==> src/hcp_pkg.sv <==
// Constants and types shared by the host control port
package hcp_pkg;

  // ****************************************************
  // Timing
  // ****************************************************
  localparam int CLK_HZ = 50_000_000;
  // Least low time on the hardware reset pin
  localparam int RST_MIN_NS = 100;
  localparam int RST_CYC = (RST_MIN_NS * (CLK_HZ / 1_000_000) + 999) / 1000;
  localparam int RST_CNT_W = 3;
  // Time from reset release until registers answer
  localparam int READY_MS = 2;
  localparam int READY_CYC = READY_MS * (CLK_HZ / 1000);
  localparam int BOOT_W = 17;

  // ****************************************************
  // Bus widths and serial frame
  // ****************************************************
  localparam int ADDR_W = 10;
  localparam int DATA_W = 8;
  localparam int INT_W = 8;
  localparam int LINK_N = 4;
  // Serial frame: read flag, five spare bits, ten address bits, eight data bits
  localparam logic [4:0] SER_CMD_LAST = 5'h0f;
  localparam logic [4:0] SER_WR_LAST = 5'h17;
  localparam logic [4:0] SER_END = 5'h18;
  localparam int SER_RD_POS = 14;

  // ****************************************************
  // Registers
  // ****************************************************
  localparam logic [ADDR_W-1:0] GPCTL_ADDR = 10'h006;
  localparam int GP_DIR_LSB = 0;
  localparam int GP_LEVEL_LSB = 2;
  localparam logic [1:0] GP_DIR_RST = 2'h0;
  localparam logic [1:0] GP_LEVEL_RST = 2'h0;

  // ****************************************************
  // Types
  // ****************************************************
  typedef enum logic [2:0] {
    HCP_BOOT = 3'b001,
    HCP_IDLE = 3'b010,
    HCP_DONE = 3'b100
  } hcp_state_t;

  typedef struct packed {
    logic [1:0] level;
    logic [1:0] dir;
  } hcp_gpctl_t;

  // Pin samples that pass the synchroniser
  typedef struct packed {
    logic rst_n;
    logic cs_n;
    logic rw;
    logic strb;
    logic style;
    logic ser;
    logic flt;
    logic [1:0] gpio;
    logic [DATA_W-1:0] data;
    logic [ADDR_W-1:0] addr;
  } hcp_pins_t;

  typedef struct packed {
    hcp_pins_t s1;
    hcp_pins_t s2;
    hcp_pins_t s3;
    hcp_state_t state;
    logic [RST_CNT_W-1:0] rst_cnt;
    logic [BOOT_W-1:0] boot_cnt;
    logic cs_seen;
    hcp_gpctl_t gpctl;
    logic [ADDR_W-1:0] addr;
    logic [DATA_W-1:0] wdata;
    logic [DATA_W-1:0] rdata;
    logic [DATA_W-1:0] drv;
    logic [DATA_W-1:0] oe;
    logic rd_pend;
    logic reg_rd;
    logic reg_wr;
    logic [15:0] shift;
    logic [4:0] bitcnt;
    logic ser_rd;
  } hcp_regs_t;

endpackage

==> src/hcp_host_control_port.sv <==
// Host control port: parallel and serial register access, GPIO, interrupt and line float
//
// Behaviour
// - Reset pin low over 100 ns resets
// - Registers answer only 2 ms after reset
// - Direction bits choose GPIO input or output
// - Level bits report input or drive output
// - Open-drain interrupt low while unmasked indications
// - Parallel address pins select the register
// - Parallel data on eight-bit two-way bus
// - Serial read data leaves on data bit 0
// - Style strap picks strobe style in parallel
// - Sample input on rise, change output on fall
// - Serial select pin picks serial or parallel
// - Float pin places all line outputs high-Z
`timescale 1ns/1ns
module hcp_host_control_port #(
  parameter int READY_CYC = hcp_pkg::READY_CYC
) (
  // Clock and reset
  input wire logic clock,
  input wire logic arst_n,
  // Hardware reset pin
  input wire logic reset_pin_n,
  // Processor bus pins
  input wire logic cs_n,
  input wire logic [hcp_pkg::ADDR_W-1:0] addr,
  input wire logic [hcp_pkg::DATA_W-1:0] data_in,
  output logic [hcp_pkg::DATA_W-1:0] data_out,
  output logic [hcp_pkg::DATA_W-1:0] data_oe,
  input wire logic rw_wr_sdi,
  input wire logic transfer_strobe_n,
  input wire logic bus_style_select,
  input wire logic serial_host_select,
  // General purpose pins
  input wire logic [1:0] gpio_in,
  output logic [1:0] gpio_out,
  output logic [1:0] gpio_oe,
  // Interrupt pin and its sources
  input wire logic [hcp_pkg::INT_W-1:0] int_flags,
  input wire logic [hcp_pkg::INT_W-1:0] int_mask,
  output logic int_n_out,
  output logic int_oe,
  // Line output float
  input wire logic line_out_float,
  output logic [hcp_pkg::LINK_N-1:0] tx_hiz,
  // Core register port
  output logic [hcp_pkg::ADDR_W-1:0] reg_addr,
  output logic [hcp_pkg::DATA_W-1:0] reg_wdata,
  output logic reg_wr,
  output logic reg_rd,
  input wire logic [hcp_pkg::DATA_W-1:0] reg_rdata,
  output logic regs_ready
);

  // ****************************************************
  // State
  // ****************************************************
  hcp_pkg::hcp_regs_t st;
  hcp_pkg::hcp_regs_t next_st;
  hcp_pkg::hcp_pins_t pins_now;

  function automatic logic [hcp_pkg::DATA_W-1:0] gp_read(input hcp_pkg::hcp_gpctl_t g,
                                                       input logic [1:0] pin);
    logic [1:0] lvl;
    lvl = (g.dir & g.level) | (~g.dir & pin);
    gp_read = {4'h0, lvl, g.dir};
  endfunction

  assign pins_now = '{rst_n: reset_pin_n, cs_n: cs_n, rw: rw_wr_sdi,
                      strb: transfer_strobe_n, style: bus_style_select,
                      ser: serial_host_select, flt: line_out_float,
                      gpio: gpio_in, data: data_in, addr: addr};

  // ****************************************************
  // Next state
  // ****************************************************
  logic ready;
  logic par_rd_go;
  logic par_wr_end;
  logic sclk_rise;
  logic sclk_fall;
  logic [hcp_pkg::DATA_W-1:0] rd_val;
  logic [hcp_pkg::DATA_W-1:0] ser_byte;
  logic [hcp_pkg::DATA_W-1:0] gp_now;

  // GPIO register image as read back
  assign gp_now = gp_read(st.gpctl, st.s2.gpio);

  always_comb begin
    next_st = st;
    next_st.s1 = pins_now;
    next_st.s2 = st.s1;
    next_st.s3 = st.s2;
    next_st.reg_rd = 1'b0;
    next_st.reg_wr = 1'b0;
    ready = (st.state != hcp_pkg::HCP_BOOT);
    if (st.s2.style) begin
      par_rd_go = !st.s2.strb;
      par_wr_end = st.s2.rw && !st.s3.rw;
    end else begin
      par_rd_go = !st.s2.strb && st.s2.rw;
      par_wr_end = st.s2.strb && !st.s3.strb && !st.s2.rw;
    end
    sclk_rise = st.s2.strb && !st.s3.strb;
    sclk_fall = !st.s2.strb && st.s3.strb;
    rd_val = (st.addr == hcp_pkg::GPCTL_ADDR) ? gp_now : reg_rdata;
    ser_byte = {st.shift[6:0], st.s2.rw};

    // bus access enabled once chip select has been seen high
    if (st.s2.cs_n) begin
      next_st.cs_seen = 1'b1;
    end

    // Read data capture one cycle after the core sees the address
    if (st.rd_pend) begin
      next_st.rd_pend = 1'b0;
      next_st.rdata = rd_val;
      if (!st.s2.ser) begin
        next_st.drv = rd_val;
      end
    end

    case (st.state)
      hcp_pkg::HCP_BOOT: begin
        next_st.oe = '0;
        if (st.boot_cnt == hcp_pkg::BOOT_W'(READY_CYC - 1)) begin
          next_st.state = hcp_pkg::HCP_IDLE;
        end else begin
          next_st.boot_cnt = st.boot_cnt + 1'b1;
        end
      end
      hcp_pkg::HCP_IDLE: begin
        // bus ignored while chip select high
        if (st.s2.cs_n || !st.cs_seen) begin
          next_st.oe = '0;
          next_st.bitcnt = '0;
          next_st.ser_rd = 1'b0;
        end else if (st.s2.ser) begin
          if (sclk_rise && st.bitcnt != hcp_pkg::SER_END) begin
            next_st.shift = {st.shift[14:0], st.s2.rw};
            next_st.bitcnt = st.bitcnt + 1'b1;
            if (st.bitcnt == hcp_pkg::SER_CMD_LAST) begin
              next_st.addr = {st.shift[8:0], st.s2.rw};
              next_st.ser_rd = st.shift[hcp_pkg::SER_RD_POS];
              if (st.shift[hcp_pkg::SER_RD_POS]) begin
                next_st.rd_pend = 1'b1;
                next_st.reg_rd = 1'b1;
                next_st.bitcnt = hcp_pkg::SER_END;
              end
            end
            if (st.bitcnt == hcp_pkg::SER_WR_LAST && !st.ser_rd) begin
              next_st.wdata = ser_byte;
              if (st.addr == hcp_pkg::GPCTL_ADDR) begin
                next_st.gpctl.dir = ser_byte[hcp_pkg::GP_DIR_LSB +: 2];
                next_st.gpctl.level = ser_byte[hcp_pkg::GP_LEVEL_LSB +: 2];
              end else begin
                next_st.reg_wr = 1'b1;
              end
            end
          end
          // read data out on falling clock, bit 0 only
          if (sclk_fall && st.ser_rd) begin
            next_st.drv = {7'h00, st.rdata[7]};
            next_st.rdata = {st.rdata[6:0], 1'b0};
            next_st.oe = {7'h00, 1'b1};
          end
        end else begin
          // parallel read: address pins select, bus driven
          if (par_rd_go) begin
            next_st.addr = st.s2.addr;
            next_st.rd_pend = 1'b1;
            next_st.reg_rd = 1'b1;
            next_st.oe = '1;
            next_st.state = hcp_pkg::HCP_DONE;
          // parallel write sampled at strobe end
          end else if (par_wr_end) begin
            next_st.addr = st.s2.addr;
            next_st.wdata = st.s2.data;
            if (st.s2.addr == hcp_pkg::GPCTL_ADDR) begin
              next_st.gpctl.dir = st.s2.data[hcp_pkg::GP_DIR_LSB +: 2];
              next_st.gpctl.level = st.s2.data[hcp_pkg::GP_LEVEL_LSB +: 2];
            end else begin
              next_st.reg_wr = 1'b1;
            end
            next_st.state = hcp_pkg::HCP_DONE;
          end
        end
      end
      hcp_pkg::HCP_DONE: begin
        // one access per chip select low period
        if (!par_rd_go || st.s2.cs_n) begin
          next_st.oe = '0;
        end
        if (st.s2.cs_n) begin
          next_st.state = hcp_pkg::HCP_IDLE;
        end
      end
      default: begin
        next_st.state = hcp_pkg::HCP_BOOT;
        next_st.boot_cnt = '0;
      end
    endcase

    // reset of state, GPIO control, bus drive and access strobes after a long enough low on the pin
    if (!st.s2.rst_n) begin
      if (st.rst_cnt != hcp_pkg::RST_CNT_W'(hcp_pkg::RST_CYC)) begin
        next_st.rst_cnt = st.rst_cnt + 1'b1;
      end else begin
        next_st.state = hcp_pkg::HCP_BOOT;
        next_st.boot_cnt = '0;
        next_st.gpctl = '{level: hcp_pkg::GP_LEVEL_RST, dir: hcp_pkg::GP_DIR_RST};
        next_st.oe = '0;
        next_st.drv = '0;
        next_st.rd_pend = 1'b0;
        next_st.reg_rd = 1'b0;
        next_st.reg_wr = 1'b0;
        next_st.bitcnt = '0;
        next_st.ser_rd = 1'b0;
      end
    end else begin
      next_st.rst_cnt = '0;
    end
  end

  always_ff @(posedge clock or negedge arst_n) begin
    if (!arst_n) begin
      st <= '0;
      st.state <= hcp_pkg::HCP_BOOT;
    end else begin
      st <= next_st;
    end
  end

  // ****************************************************
  // Outputs
  // ****************************************************
  assign data_out = st.drv;
  assign data_oe = st.oe;
  assign gpio_out = st.gpctl.level;
  assign gpio_oe = st.gpctl.dir;
  assign int_n_out = 1'b0;
  assign int_oe = |(int_flags & int_mask);
  assign tx_hiz = {hcp_pkg::LINK_N{st.s2.flt}};
  assign reg_addr = st.addr;
  assign reg_wdata = st.wdata;
  assign reg_wr = st.reg_wr;
  assign reg_rd = st.reg_rd;
  assign regs_ready = ready;
endmodule // hcp_host_control_port

==> config.mk <==
export PLATFORM = sky130hd
export DESIGN_NAME = hcp_host_control_port
export DESIGN_NICKNAME = d
export VERILOG_FILES = /design/src/hcp_pkg.sv /design/src/hcp_host_control_port.sv
export SDC_FILE = /design/constraint.sdc
export NUM_CORES = 1
export LEC_CHECK = 0
export ABC_AREA = 1
export BUFFER_PORTS_ARGS = -buffer_cell sky130_fd_sc_hd__buf_4
export CAP_MARGIN = 10
export CORE_MARGIN = 2
export CORE_UTILIZATION = 34
export CTS_CLUSTER_SIZE = 24
export DETAILED_ROUTE_END_ITERATION = 16
export SLEW_MARGIN = 15
export SYNTH_ARGS = -nofsm -noshare
export SYNTH_HDL_FRONTEND = slang
export SYNTH_SLANG_ARGS = --single-unit
export TNS_END_PERCENT = 100
==> constraint.sdc <==
create_clock -name clock -period 2.1 [get_ports clock]
set_input_delay 0.21 -clock clock [delete_from_list [all_inputs] [get_ports clock]]
set_output_delay 0.21 -clock clock [all_outputs]
set_load 0.02 [all_outputs]
After elaboration in Yosys (flattened, before gate mapping). Index checks and enable logic that the tools add are counted.

$add $sub $neg: 3. Bitwise operators: 6. Equality and inequality tests: 15. Muxes and demuxes: 60. Reductions and logical operators: 25.

Operators with widths (count): $mux 22 (4); $mux 38 (2); $mux 19 (3); $mux 17 (3); $mux 25 (2); $mux 8 (6); $pmux 17 s2 (1); $mux 16 (2); $mux 10 (3); $mux 3 (10); $mux 24 (1); $mux 4 (6); $mux 6 (4); $pmux 8 s3 (1); $eq 10x3->1 const B (2); $add 17x1->17 const B (1); $eq 17x17->1 const B (1); $mux 11 (1); $pmux 3 s3 (1); $and 8x8->8 (1); $logic_and 1x1->1 (8); $reduce_or 8->1 (1); $logic_not 1->1 (7); $mux 1 (7); other kinds (25) (31).

Output and inout port bits: 47. Bits of input ports: 53. Bits in registers: 151.

Logic depth before layout (Yosys ltp).
Depth after elaboration: 12. Gate-level depth with buffers: 13. Mapped depth without buffers: 13.

Least setup slack after synthesis. No wires, ideal clock.

Path kind: reg2reg. Start: register st[1] (netlist name). End: register st (netlist bit ser_byte[2]). Arrival: 1683 ps. Clock period less this slack: 1800 ps. Buffers on the path: 1. Slack: 300 ps. Required time: 1983 ps. Library setup time: 117 ps. Cell stages (with the launch flop): 14. Cell sequence: dfrtp_1 inv_1 ha_1 nand2_1 inv_1 nand2_1 nand2_1 nor2_2 inv_2 nor2_4 inv_2 buf_6 nand2_1 nand2_1.

Longest elaborated chain between the ends: 3.

RTL lines: start: declaration (line hcp_host_control_port.sv:59) `hcp_pkg::hcp_regs_t st;`; start signal: assignment (line hcp_host_control_port.sv:231) `st <= next_st;`; $ne 5x5->1 (line hcp_host_control_port.sv:140) `if (sclk_rise && st.bitcnt != hcp_pkg::SER_END) begin`; $logic_and 1x1->1 (line hcp_host_control_port.sv:140); $reduce_and 4->1 (no line).

No other way between the ends. A chain may end at the register's enable or synchronous reset.

Final worst setup path.
Start: register st[94] (netlist name). End: register st (netlist bit ser_byte[4]).

Longest elaborated chain between the ends: 2.

RTL lines: $eq 3x2->1 (line hcp_host_control_port.sv:124) `case (st.state)`; $reduce_and 4->1 (no line).

No other way between the ends.

==> reports/summary.md <==
Part of the total power dissipated in sequential elements: 0.471. Synthesized cell area: 6640 sq um. The number of maximum-capacitance constraint violations was 0. The routed layout has 5,083 vias.

The H-tree was split into 4 levels. The part of the total power dissipated in the clock network is 0.411. Maximum buffer depth of the clock tree: 2. From left edge to right edge, the die measures 144 um.

For the clock network latency to the later pin of the worst-skew pair, the log shows 0.43 ns. Setup repair after global routing left no endpoint under its margin. The netlist uses 42 different library cells. Setup violations remaining at the end of the flow were counted as 0. Endpoint class of the critical path: a register.

Routed length per placed instance: 13.2 um. For the worst supply voltage drop on vdd, the log shows 0.374 mV. The root buffer cell chosen for the clock tree is clkbuf_16. The type of the most critical hold path is in -> reg. The setup skew after layout was 0.00712 ns. The synthesis-to-finish area growth is 24.8%. The run gives 1,062 as the total placed cells including tap cells. Clock period minus final worst setup slack: 1.88 ns. The first detailed-routing pass ran for 5 iterations.

STA puts the critical path data arrival time at 2.19 ns. For this design, the sink count on the clock tree is 149. Buffers added to address setup during post-CTS repair amount to 0. The logs give 3.99 nW for the leakage power of the design and 0 for the max-slew violation total from the final report.

After floorplanning, the core was sized to cover 19,300 sq um. The switching power share of the total came out at 0.272. Layout cell share with drive strength beyond 1: 0.201. The height of the die is 144 um, and the placement-stage worst setup slack is 0.179 ns. The portion of total power attributed to combinational logic was 0.117. Buffers placed on the I/O ports in this run total 98. Data on the critical path is required at its endpoint by 2.40 ns. For the highest attainable clock frequency, the log shows 531 MHz. The all-layer global routing usage is 0.153. The element type at the critical path start is a register.

Setup total negative slack on the finished layout was measured at 0 ns. The initial core utilization came out at 0.343. Entering global routing, the biggest net connects 58 pins. Ranked by total cell area, the synthesized netlist is headed by dfrtp_1, nand2_1, buf_4, nor2_1, a21oi_1.

After detailed routing, the number of remaining DRC violations is 0. The run gives 17 as the number of buffers inserted during clock tree synthesis. The total overflow left after global routing is 0.

Of all nets on the critical path, the largest fanout is 15. Dividing the detail-routed via count by the number of cells gives 4.53. For the number of nets with antenna violations after detailed routing, the log shows 0. The flow ran to the end, and the final reports show no timing, DRC or antenna violations. In the synthesized netlist, the number of instances is 740.

The violation count after the first detailed-route iteration is 393. During I/O placement, the number of pins put on the boundary was 100. The area enclosed by the die boundary is 20,700 sq um.

The area share of the leading cell type in the synthesized netlist came out at 0.558. The largest total area in the synthesized netlist belongs to dfrtp_1. Synthesized area per cell: 8.97 sq um.

The run gives 14,800 um as the final wirelength. The slack of the critical path was 0.216 ns; the number of synthesis warnings was 0. The number of antenna diodes in the final layout is 0.

The switching power of the nets is 1.87 mW, and the power per cell area is 827 nW/um^2. The register bit total from synthesis is 149, and the fraction of the cycle the final worst path needs is 0.897. After clock tree synthesis, the clock-pin slew on the worst setup and hold paths is 0.06 ns. For the number of hold violations in the final report, the log shows 0. Total internal power: 4.99 mW. TritonCTS built the clock tree. The critical path is of the reg -> reg type. The number of global-route vias before repair was 4,950; the global-route wire length before repair was 24,600 um. The sequential-to-total area share from yosys stat is 0.562, and the total nets after synthesis is 799. Leaving out filler cells and counting taps, the final layout contains 1,121. At the end of routability-driven placement, the weighted congestion stood at 0.827. Summed over all nets, the half-perimeter wirelength after detailed placement is 10,800 um. The number of antenna violations at the first check in global routing came out at 0. In the final design database the tool counted 903 nets.

After floorplanning, the core was divided into 51 placement rows.
-- through the flow --
stage	util	hold WS (ns)	power [mW]	cell area [sq um]
after floorplan	-	-0.0856	3.78	6640
after global placement	0.386	0.178	4.03	7460
after detailed placement	0.386	0.178	4.05	7460
after CTS	0.428	0.0583	6.94	8280
after global routing	0.428	0.0641	7.20	8280
final	0.428	0.0687	6.85	8280
-- synthesized netlist by cell type --
master,number
a211oi_1,5
a21oi_1,53
a21oi_2,2
a221oi_1,2
a22o_1,2
a22oi_1,3
a31o_2,1
a31oi_1,11
buf_2,4
buf_4,45
buf_6,2
clkbuf_1,8
conb_1,1
dfrtp_1,148
dfstp_2,1
ha_1,6
inv_1,68
inv_2,7
mux2_2,1
mux2i_1,1
nand2_1,171
nand2_4,1
nand3_1,37
nand3b_1,1
nand4_1,5
nor2_1,73
nor2_2,5
nor2_4,2
nor2_8,1
nor3_1,6
nor3_4,3
o211ai_1,1
o21a_1,2
o21ai_0,47
o21ai_1,1
o21ai_2,1
o21bai_1,2
o22ai_1,5
o31ai_1,1
or2_2,1
xnor2_1,2
xor2_1,1
-- critical path: stages, from the launching register on --
cell     delay [ns]
dfrtp_1        0.45
nor3_4         0.29
inv_2          0.13
nor2_8         0.16
inv_2          0.11
nor2_4         0.27
inv_2          0.18
nand2_1        0.08
o21ai_0        0.08
-- cell usage in the layout, fill, tap and decap left out, drive strengths merged, types with 2 or more instances in the layout --
cell,n
o21a,2
a22o,2
o21bai,2
buf,116
a22oi,3
xnor2,2
o21ai,49
dlygate4sd3,28
a31oi,11
nor3,9
inv,83
ha,6
nand4,5
a211oi,5
a221oi,2
nor2,81
clkinvlp,4
clkbuf,18
nand2,172
nand3,37
a21oi,55
dfrtp,148
o22ai,5
-- cell type report --
class,instances,area [sq um]
multi-input cells,457,2220
clock buffers,18,429
inverters,75,282
repair buffers,144,1180
fillers,1895,11100
clock inverters,13,114
well taps,265,332
flip-flops and latches,149,3730
-- flip-flops by register name, indices dropped and copies added (netlist names) --
signal and count:
data_out 8, reg_wr 1, ser_byte 7, reg_wdata 8, next_st 53, tx_hiz 1, gpio_out 2, st 49
gpio_oe 2, data_oe 8, reg_addr 10
-- what timing repair did --
item | CTS | global route
hold buffers | 28 | 0
gates resized for setup | 0 | 0
hold endpoints to repair | 70 | 0
-- final timing paths --
| kind | start | endpoint | slack [ns] | cells past startpoint |
|---|---|---|---|---|
| max in group asynchronous | arst_n | st[92]$_DFF_PN1_ | 1.14 | 3 |
| setup / recovery | st[94]$_DFF_PN0_ | ser_byte[4]$_DFFE_PN0P_ | 0.22 | 8 |
| min in group asynchronous | arst_n | data_oe[5]$_DFF_PN0_ | 0.29 | 2 |
| hold / removal | reg_rdata[6] | data_out[6]$_DFF_PN0_ | 0.07 | 3 |
| hold reg to reg | next_st[130]$_DFF_PN0_ | next_st[103]$_DFF_PN0_ | 0.35 | 0 |
| setup reg to reg | st[94]$_DFF_PN0_ | ser_byte[4]$_DFFE_PN0P_ | 0.22 | 8 |
-- routing by layer --
metal | wire length, um | track usage | part of all wire | vias to the layer above
li1 | - | - | - | 2566
met1 | 7430 | 0.215 | 0.50 | 2403
met2 | 6530 | 0.225 | 0.44 | 97
met3 | 644 | 0.0407 | 0.043 | 17
met4 | 244 | 0.0562 | 0.016 | 0
met5 | 0 | 0 | 0 | -
-- cell families (layout without fill, tap and decap cells) --
group / after synthesis / count (layout) / share of synthesized area
simple gates: 306 / 306 / 0.197
xor+xnor: 3 / 3 / 0.00396
flops: 149 / 149 / 0.562
other cells: 1 / 1 / 0.000565
compound gates: 139 / 139 / 0.118
fa+ha+maj: 6 / 6 / 0.0113
mux: 2 / 2 / 0.00320
buf+inv: 134 / 250 / 0.104
-- power groups by stage --
| stage | logic [mW] | clock network (mW) | registers, mW |
|---|---|---|---|
| finish | 0.804 | 2.82 | 3.23 |
| global route | 0.907 | 3.03 | 3.26 |
| CTS | 0.816 | 2.90 | 3.23 |
| detailed placement | 0.772 | 0 | 3.28 |
| global placement | 0.757 | 0 | 3.28 |
| floorplan | 0.543 | 0 | 3.24 |
Power figures use the tool's default switching activity.
